$ cat src/hw/rii_pkg.sv
// Constants shared by the row input interconnect design
`default_nettype none
package rii_pkg;
   // Array shape
   localparam int ROWS   = 2;
   localparam int LANES  = 4;
   localparam int BLOCKS = ROWS * LANES;
   localparam int SEL_W  = 2;

   // Register offsets, identical in both banks
   localparam logic [7:0] ROW0_SELECT_OFFSET = 8'hb0;
   localparam logic [7:0] ROW0_BYPASS_OFFSET = 8'hb1;
   localparam logic [7:0] ROW1_SELECT_OFFSET = 8'hb8;
   localparam logic [7:0] ROW1_BYPASS_OFFSET = 8'h89;

   // Reset values and implemented-bit masks
   localparam logic [7:0] SELECT_RESET  = 8'h00;
   localparam logic [3:0] BYPASS_RESET  = 4'h0;
   localparam logic [7:0] BYPASS_MASK   = 8'h0f;
   localparam logic [7:0] READ_IDLE     = 8'h00;
   localparam logic       KEEPER_RESET  = 1'b1;

   // Lane mux select codes
   localparam logic [1:0] SEL_EVEN_LOW  = 2'h0;
   localparam logic [1:0] SEL_EVEN_HIGH = 2'h1;
   localparam logic [1:0] SEL_ODD_LOW   = 2'h2;
   localparam logic [1:0] SEL_ODD_HIGH  = 2'h3;
   localparam int         HIGH_HALF     = 4;

   // Block kinds within a row: basic, basic, comm, comm
   localparam logic [LANES-1:0] ROW_COMM_MASK = 4'hc;
endpackage
`default_nettype wire

$ cat src/hw/rii_lane_sync.sv
// One row input lane: two-flop synchronizer with a bypass
`default_nettype none
module rii_lane_sync (
   // Clock and reset
   input  wire logic clock_in,
   input  wire logic resetn_in,
   // Lane
   input  wire logic lane_raw_in,
   input  wire logic bypass_in,
   output logic      lane_out
);
   typedef struct packed {
      logic stage1;
      logic stage2;
   } rii_sync_s;

   rii_sync_s st;
   rii_sync_s next_st;

   // Shift the raw lane through two stages
   always_comb begin
      next_st        = st;
      next_st.stage1 = lane_raw_in;
      next_st.stage2 = st.stage1;
   end

   // State register
   always_ff @(posedge clock_in or negedge resetn_in) begin
      if (!resetn_in) begin
         st <= '0;
      end else begin
         st <= next_st;
      end
   end

   // Bypass passes the lane straight through
   assign lane_out = bypass_in ? lane_raw_in : st.stage2;

   // Synchronized lane lags the raw lane by two cycles
   sync_delay_a: assert property (
      @(posedge clock_in) disable iff (!resetn_in)
      (!bypass_in && $past(!bypass_in) && $past(resetn_in, 2) && $past(resetn_in, 3))
      |-> (lane_out == $past(lane_raw_in, 2)))
      else $error("synchronized lane not two cycles behind input");

   // Bypassed lane equals the raw lane
   bypass_pass_a: assert property (
      @(posedge clock_in) disable iff (!resetn_in)
      bypass_in |-> (lane_out == lane_raw_in))
      else $error("bypassed lane differs from input");
endmodule
`default_nettype wire

$ cat src/hw/rii_row_array.sv
// Two-row array: input lane routing, sync, keepers, chaining, priority
//
// Chosen here: the plain strobed port.
`default_nettype none
module rii_row_array (
   // Clock and reset
   input  wire logic                       clock_in,
   input  wire logic                       resetn_in,
   // Register port
   input  wire logic [7:0]                 addr_in,
   input  wire logic [7:0]                 wdata_in,
   input  wire logic                       wr_in,
   input  wire logic                       rd_in,
   output logic      [7:0]                 rdata_out,
   // Global input buses
   input  wire logic [7:0]                 global_in_even_in,
   input  wire logic [7:0]                 global_in_odd_in,
   // Row input lanes to blocks, row-major
   output logic      [rii_pkg::BLOCKS-1:0] lane_input_out,
   // Row outputs from blocks, with keepers
   input  wire logic [rii_pkg::BLOCKS-1:0] block_out_in,
   input  wire logic [rii_pkg::BLOCKS-1:0] block_out_en_in,
   output logic      [rii_pkg::BLOCKS-1:0] lane_output_out,
   // Broadcast nets
   input  wire logic [rii_pkg::BLOCKS-1:0] block_bc_in,
   input  wire logic [rii_pkg::BLOCKS-1:0] block_bc_en_in,
   input  wire logic [rii_pkg::ROWS-1:0]   bc_ext_en_in,
   output logic      [rii_pkg::ROWS-1:0]   broadcast_net_out,
   // Block chain
   input  wire logic [rii_pkg::BLOCKS-1:0] chain_fwd_in,
   input  wire logic [rii_pkg::BLOCKS-1:0] chain_bwd_in,
   output logic      [rii_pkg::BLOCKS-1:0] chain_prev_out,
   output logic      [rii_pkg::BLOCKS-1:0] chain_next_out,
   // Interrupt ordering and block kinds
   input  wire logic [rii_pkg::BLOCKS-1:0] block_irq_in,
   output logic                            irq_valid_out,
   output logic      [2:0]                 irq_vector_out,
   output logic      [rii_pkg::BLOCKS-1:0] block_is_comm_out
);
   typedef struct packed {
      logic [rii_pkg::ROWS-1:0][7:0]              sel;
      logic [rii_pkg::ROWS-1:0][rii_pkg::LANES-1:0] byp;
      logic [rii_pkg::ROWS-1:0]                   bc;
      logic [rii_pkg::BLOCKS-1:0]                 ro;
      logic                                       irq_valid;
      logic [2:0]                                 irq_vec;
      logic [7:0]                                 rdata;
   } rii_state_s;

   localparam rii_state_s RESET_STATE = '{
      sel:       {rii_pkg::ROWS{rii_pkg::SELECT_RESET}},
      byp:       {rii_pkg::ROWS{rii_pkg::BYPASS_RESET}},
      bc:        {rii_pkg::ROWS{rii_pkg::KEEPER_RESET}},
      ro:        {rii_pkg::BLOCKS{rii_pkg::KEEPER_RESET}},
      irq_valid: 1'b0,
      irq_vec:   3'h0,
      rdata:     rii_pkg::READ_IDLE
   };

   rii_state_s                st;
   rii_state_s                next_st;
   logic [rii_pkg::BLOCKS-1:0] lane_raw;

   // Select register offset of a row
   function automatic logic [7:0] select_offset(input int row);
      return (row == 0) ? rii_pkg::ROW0_SELECT_OFFSET : rii_pkg::ROW1_SELECT_OFFSET;
   endfunction

   // Bypass register offset of a row
   function automatic logic [7:0] bypass_offset(input int row);
      return (row == 0) ? rii_pkg::ROW0_BYPASS_OFFSET : rii_pkg::ROW1_BYPASS_OFFSET;
   endfunction

   // Four-way lane mux over the global input buses
   function automatic logic route_lane(input logic [1:0] sel,
                                       input logic [7:0] even,
                                       input logic [7:0] odd,
                                       input int         lane);
      logic r;
      r = 1'b0;
      unique case (sel)
         rii_pkg::SEL_EVEN_LOW:  r = even[lane];
         rii_pkg::SEL_EVEN_HIGH: r = even[lane + rii_pkg::HIGH_HALF];
         rii_pkg::SEL_ODD_LOW:   r = odd[lane];
         rii_pkg::SEL_ODD_HIGH:  r = odd[lane + rii_pkg::HIGH_HALF];
      endcase
      return r;
   endfunction

   // Identical routing and sync for every row and lane
   for (genvar r = 0; r < rii_pkg::ROWS; r++) begin : g_row
      for (genvar n = 0; n < rii_pkg::LANES; n++) begin : g_lane
         assign lane_raw[r*rii_pkg::LANES+n] = route_lane(
            st.sel[r][n*rii_pkg::SEL_W +: rii_pkg::SEL_W],
            global_in_even_in, global_in_odd_in, n);
         rii_lane_sync u_sync (
            .clock_in    (clock_in),
            .resetn_in   (resetn_in),
            .lane_raw_in (lane_raw[r*rii_pkg::LANES+n]),
            .bypass_in   (st.byp[r][n]),
            .lane_out    (lane_input_out[r*rii_pkg::LANES+n])
         );
      end
   end

   // Block chain as one string with grounded ends
   for (genvar k = 0; k < rii_pkg::BLOCKS; k++) begin : g_chain
      if (k == 0) begin : g_first
         assign chain_prev_out[k] = 1'b0;
      end else begin : g_prev
         assign chain_prev_out[k] = chain_fwd_in[k-1];
      end
      if (k == rii_pkg::BLOCKS - 1) begin : g_last
         assign chain_next_out[k] = 1'b0;
      end else begin : g_next
         assign chain_next_out[k] = chain_bwd_in[k+1];
      end
      assign block_is_comm_out[k] = rii_pkg::ROW_COMM_MASK[k % rii_pkg::LANES];
   end

   // Next state: registers, keepers, broadcast, priority
   always_comb begin
      logic bc_driven;
      logic bc_value;
      next_st       = st;
      bc_driven     = 1'b0;
      bc_value      = 1'b0;
      next_st.rdata = rii_pkg::READ_IDLE;
      // Decode ignores the bank, so both banks alias
      for (int r = 0; r < rii_pkg::ROWS; r++) begin
         if (wr_in && addr_in == select_offset(r)) begin
            next_st.sel[r] = wdata_in;
         end
         if (wr_in && addr_in == bypass_offset(r)) begin
            next_st.byp[r] = wdata_in[rii_pkg::LANES-1:0];
         end
         if (rd_in && addr_in == select_offset(r)) begin
            next_st.rdata = st.sel[r];
         end
         if (rd_in && addr_in == bypass_offset(r)) begin
            next_st.rdata = {4'h0, st.byp[r]} & rii_pkg::BYPASS_MASK;
         end
      end
      // Row output keepers
      for (int b = 0; b < rii_pkg::BLOCKS; b++) begin
         if (block_out_en_in[b]) begin
            next_st.ro[b] = block_out_in[b];
         end
      end
      // Broadcast keepers: own block first, else other row
      for (int r = 0; r < rii_pkg::ROWS; r++) begin
         bc_driven = 1'b0;
         bc_value  = 1'b0;
         for (int n = rii_pkg::LANES - 1; n >= 0; n--) begin
            if (block_bc_en_in[r*rii_pkg::LANES+n]) begin
               bc_driven = 1'b1;
               bc_value  = block_bc_in[r*rii_pkg::LANES+n];
            end
         end
         if (bc_driven) begin
            next_st.bc[r] = bc_value;
         end else if (bc_ext_en_in[r]) begin
            next_st.bc[r] = st.bc[(r + 1) % rii_pkg::ROWS];
         end
      end
      // Lowest-numbered requesting block wins
      next_st.irq_valid = |block_irq_in;
      next_st.irq_vec   = 3'h0;
      for (int b = rii_pkg::BLOCKS - 1; b >= 0; b--) begin
         if (block_irq_in[b]) begin
            next_st.irq_vec = 3'(b);
         end
      end
   end

   // State register
   always_ff @(posedge clock_in or negedge resetn_in) begin
      if (!resetn_in) begin
         st <= RESET_STATE;
      end else begin
         st <= next_st;
      end
   end

   // Outputs from state
   assign rdata_out         = st.rdata;
   assign lane_output_out   = st.ro;
   assign broadcast_net_out = st.bc;
   assign irq_valid_out     = st.irq_valid;
   assign irq_vector_out    = st.irq_vec;

   // Select write lands next cycle
   sel_write_a: assert property (
      @(posedge clock_in) disable iff (!resetn_in)
      (wr_in && addr_in == rii_pkg::ROW0_SELECT_OFFSET)
      |=> (st.sel[0] == $past(wdata_in)))
      else $error("row0 select write not stored");

   // Odd high-half routing of lane 0
   route_lane_a: assert property (
      @(posedge clock_in) disable iff (!resetn_in)
      (st.sel[0][1:0] == rii_pkg::SEL_ODD_HIGH)
      |-> (lane_raw[0] == global_in_odd_in[rii_pkg::HIGH_HALF]))
      else $error("lane 0 not routed from odd high input");

   // Bypass readback of row 1
   bypass_read_a: assert property (
      @(posedge clock_in) disable iff (!resetn_in)
      (rd_in && addr_in == rii_pkg::ROW1_BYPASS_OFFSET)
      |=> (rdata_out == {4'h0, $past(st.byp[1])}))
      else $error("row1 bypass readback wrong");

   // Keeper holds an undriven row output
   keeper_hold_a: assert property (
      @(posedge clock_in) disable iff (!resetn_in)
      !block_out_en_in[0] |=> $stable(lane_output_out[0]))
      else $error("undriven row output changed");

   // Keeper follows a driven row output
   keeper_load_a: assert property (
      @(posedge clock_in) disable iff (!resetn_in)
      block_out_en_in[3] |=> (lane_output_out[3] == $past(block_out_in[3])))
      else $error("driven row output not captured");

   // Row 0 broadcast taken from row 1 when undriven
   bc_external_a: assert property (
      @(posedge clock_in) disable iff (!resetn_in)
      (!(|block_bc_en_in[rii_pkg::LANES-1:0]) && bc_ext_en_in[0])
      |=> (broadcast_net_out[0] == $past(broadcast_net_out[1])))
      else $error("row0 broadcast not taken from row1");

   // Block 0 always wins priority
   irq_order_a: assert property (
      @(posedge clock_in) disable iff (!resetn_in)
      block_irq_in[0] |=> (irq_valid_out && irq_vector_out == 3'h0))
      else $error("block 0 interrupt not first");

   // Chain ends grounded and rows linked
   chain_link_a: assert property (
      @(posedge clock_in) disable iff (!resetn_in)
      (chain_prev_out[0] == 1'b0) && (chain_next_out[rii_pkg::BLOCKS-1] == 1'b0)
      && (chain_prev_out[rii_pkg::LANES] == chain_fwd_in[rii_pkg::LANES-1]))
      else $error("chain ends or row link wrong");
endmodule
`default_nettype wire

$ cat config.mk
export PLATFORM = sky130hd
export DESIGN_NAME = rii_row_array
export DESIGN_NICKNAME = d
export VERILOG_FILES = /design/src/hw/rii_pkg.sv /design/src/hw/rii_lane_sync.sv /design/src/hw/rii_row_array.sv
export SDC_FILE = /design/constraint.sdc
export NUM_CORES = 1
export LEC_CHECK = 0
export BUFFER_PORTS_ARGS = -buffer_cell sky130_fd_sc_hd__buf_2
export CORE_MARGIN = 5
export CORE_UTILIZATION = 35
export CTS_BUF_LIST = sky130_fd_sc_hd__clkbuf_4
export CTS_CLUSTER_DIAMETER = 50
export DETAILED_ROUTE_END_ITERATION = 7
export GPL_TIMING_DRIVEN = 0
export SYNTH_ARGS = -nofsm -noshare
export SYNTH_HDL_FRONTEND = slang
export SYNTH_HIERARCHICAL = 1
export SYNTH_SLANG_ARGS = --single-unit
$ cat constraint.sdc
create_clock -name clock_in -period 2.8 [get_ports clock_in]
set_clock_uncertainty 0.2 [all_clocks]
set_input_delay 0.28 -clock clock_in [delete_from_list [all_inputs] [get_ports clock_in]]
set_output_delay 0.28 -clock clock_in [all_outputs]
set_load 0.05 [all_outputs]
==> reports/metrics.csv <==
stage;metric;value;unit
run_status;status;completed;
routing;Post-Route WL;7290;um
routing;wire length per cell;13.8;um
worst_setup_path;Crit Path Class;reg2out;
synth;main combinational cell family by area after synthesis;multiplexers;
synth;synthesized flop and latch total;62;
power_and_ir_drop;sequential power share;0.452;
place;Detailed Place HPWL;5180;um
sta;final worst-path cycle share;0.827;
grt;GRT Total Usage;0.134;
synth;Post-synth ARST share;1.00;
routing;via count;2334;
power_and_ir_drop;VDD IR max;0.278;mV
die;Die Span X;104;um
grt;global-route wire length before repair;11700;um
synth;Cell variety after synth;34;
synth;number of flops mapped to enable cells by yosys;0;
synth;ys flop type;dfrtp_1;
sta;total negative slack;0;ns
sta;Hold Fails Final Rpt;0;
final_layout;diode count;0;
min_path;Hold Path Class;in2reg;
synth;post-synthesis adder-cell area fraction;0;
final_layout;final core utilization;0.511;
routing;routed vias/inst;4.43;
synth;Compound-Gate Fraction of Synth Area;0.0326;
clocking;deepest clock path buffer count;2;
power_and_ir_drop;logic gate share of total power;0.235;
worst_setup_path;Max FO, Critical Path;3;
clocking;Post-CTS Setup Inserts;0;
sta;Least-Margin Pin Slew;0.777;ns
synth;post-synthesis sequential area ratio;0.509;
place;GP Congestion;0.751;
die;Initial Utilization;0.356;
routing;number of routed nets with antenna violations;0;
power_and_ir_drop;Pleak;0.00224;uW
clocking;TritonCTS Sinks;62;
clocking;H-tree Lvls;3;
die;row count;34;
synth;Mapped Area;3070;um^2
worst_setup_path;Worst Path Buf+Inv;1;
sta;Max-slew headroom;0.482;
grt;initial antenna violation count;0;
worst_setup_path;crit-path cells;mux4_2, mux2_4, buf_2;
worst_setup_path;critical path endpoint category;output port;
power_and_ir_drop;clock power share;0.313;
place;number of port buffers;120;
worst_setup_path;Worst EP arrival;1.84;ns
routing;DRT Pass-1 Iters;4;
power_and_ir_drop;internal power;1560;uW
synth;Mapped Cells;233;
worst_setup_path;Startpoint Class;flop;
job;max cap viols;0;
power_and_ir_drop;sw frac;0.285;
clocking;Clk Latency, worst-skew pair;0.40;ns
worst_setup_path;Critical-path top delay cell;mux4_2;
grt;vias in the first global route;2474;
sta;FMAX;432;MHz
power_and_ir_drop;power per cell area;495;nW/um^2
final_layout;final non-filler cell total;527;
synth;syn_area_per_cell;13.2;um^2
final_layout;final-layout fill cell count;765;
grt;pin count of the biggest net entering global routing;63;
final_layout;Layout area overhead;43.8;%
clocking;CTS Buf Count;9;
synth;Yosys Warn Count;6;
clocking;clk slew on worst S/H paths;0.11;ns
final_layout;nets@finish;508;
routing;DRC Markers;0;
sta;fin crit period;2.32;ns
synth;mux contribution to synthesized area;0.241;
sta;unrepaired setup endpoints after global routing;no;
die;area of the die;10700;um^2
synth;simple-gate area share of the yosys netlist;0.0888;
sta;final setup vio count;0;
die;# IOs;148;
worst_setup_path;CP top delay family;multiplexers;
die;Die Height;104;um
worst_setup_path;Worst path max stage delay;0.53;ns
worst_setup_path;Crit path required time;2.32;ns
place;Placed Cells;469;
synth;Synth Area in XOR/XNOR;0;
clocking;CTS tree;yes;
power_and_ir_drop;sw power;624;uW
sta;fin. max-slew vios;0;
routing;initial DRC count;52;
grt;Congestion Overflow GR;0;
die;Core ar.;8640;um^2
clocking;clk root buf;clkbuf_4;
final_layout;share of post-route cells with drive strength above 1;0.582;
-- tightest hold or removal path, stage by stage --
cell and delay (ns):
buf_2 0.11, nor4b_4 0.06, nand3_1 0.07, o21ai_0 0.07
-- worst paths after layout --
path | from | endpoint | slack (ns) | cells after the start
min in group asynchronous | resetn_in | g_row[1].g_lane[2].u_sync/st[0] | 0.31 | 2
worst max-delay path | st[44] | lane_input_out[7] | 0.48 | 3
worst max register to register | broadcast_net_out[1] | broadcast_net_out[1] | 0.69 | 5
worst min register to register | g_row[0].g_lane[1].u_sync/next_st[0] | g_row[0].g_lane[1].u_sync/st[0] | 0.14 | 0
worst min-delay path | addr_in[5] | rdata_out[0] | 0.04 | 4
max in group asynchronous | resetn_in | irq_valid_out | 1.57 | 2
-- Yosys cell counts, types with 2 or more instances --
| cell type | number | area share |
|---|---|---|
| dfrtp_1 | 52 | 0.42 |
| buf_4 | 46 | 0.11 |
| mux2_2 | 31 | 0.11 |
| dfstp_2 | 10 | 0.086 |
| nor2_1 | 9 | 0.011 |
| a21oi_1 | 8 | 0.013 |
| mux2_4 | 8 | 0.039 |
| mux2i_1 | 8 | 0.026 |
| mux4_2 | 8 | 0.059 |
| nor2b_1 | 8 | 0.016 |
| nand2_1 | 6 | 0.0073 |
| o21ai_0 | 4 | 0.0065 |
| nand3_1 | 3 | 0.0049 |
| nor3_1 | 3 | 0.0049 |
| a2111oi_0 | 2 | 0.0057 |
| a21boi_0 | 2 | 0.0049 |
| and2_1 | 2 | 0.0041 |
| buf_6 | 2 | 0.0073 |
| conb_1 | 2 | 0.0024 |
| inv_1 | 2 | 0.0024 |
| nor3b_1 | 2 | 0.0049 |
| nor4_1 | 2 | 0.0041 |
| or4_1 | 2 | 0.0049 |
-- power by group through the flow --
stage	registers (uW)	clock network (uW)	logic [uW]
2_1_floorplan	998	0	332
3_3_place_gp	1010	0	457
3_5_place_dp	1010	0	463
4_1_cts	990	718	514
5_1_grt	995	742	549
6_report	989	685	513
-- cells by family (layout without fill, tap and decap cells) --
| family | Yosys count | count (layout) |
|---|---|---|
| buffers and inverters | 52 | 230 |
| flip-flops | 62 | 62 |
| other | 2 | 10 |
| AND/OR/NAND/NOR | 44 | 44 |
| AO/OA/AOI/OAI | 17 | 17 |
| multiplexers | 56 | 56 |
-- timing repair --
item	in CTS	in global routing
hold buffers	41	1
gates resized for setup	0	0
endpoints found under the hold margin	41	52
-- layout make-up --
cell class	count	area, um^2	share of cell area
buffer	50	378	0.0856
tap	108	135	0.0306
sequential	62	1560	0.354
clock buffer	11	82.6	0.0187
inverter	2	7.51	0.00170
multi-input combinational	127	1150	0.261
clock inverter	5	73.8	0.0167
timing repair buffer	162	1020	0.232
-- metal layers --
metal  GRT usage  vias up  routed length [um]
li1            -     1134                   -
met1       0.151     1078                2870
met2       0.223      107                3600
met3      0.0541       15                 642
met4      0.0601        0                 167
met5           0        -                   0
-- layout by cell type, fill, tap and decap left out, types with 2 or more instances in the layout --
cell,synthesis,routed
buf_2,1,120
dfrtp_1,52,52
buf_4,46,47
dlygate4sd3_1,0,42
mux2_2,31,31
clkbuf_4,0,11
conb_1,2,10
dfstp_2,10,10
nor2_1,9,9
mux4_2,8,8
mux2i_1,8,8
nor2b_1,8,8
a21oi_1,8,8
mux2_4,8,8
nand2_1,6,6
o21ai_0,4,4
nand3_1,3,3
nor3_1,3,3
and2_1,2,2
a21boi_0,2,2
inv_1,2,2
nor4_1,2,2
buf_6,2,2
nor3b_1,2,2
a2111oi_0,2,2
or4_1,2,2
bufinv_16,0,2
clkinv_2,0,2
-- registers in the layout, summed over array words and instances (netlist names) --
name and count:
broadcast_net_out 2, st 24, g_row.g_lane.u_sync/next_st 8, lane_output_out 8
irq_valid_out 1, rdata_out 8, irq_vector_out 3, g_row.g_lane.u_sync/st 8
-- per-stage QoR --
stage               total power (uW)  hold WS, ns  setup slack [ns]  area, um^2
finish                          2190       0.0398             0.484        4420
global route                    2290       0.0273             0.393        4420
CTS                             2220       0.0121             0.434        4400
detailed placement              1470        0.135             0.716        3840
global placement                1460        0.131             0.733        3840
floorplan                       1330       -0.216             0.984        3100
(Power assumes the default switching activity.)
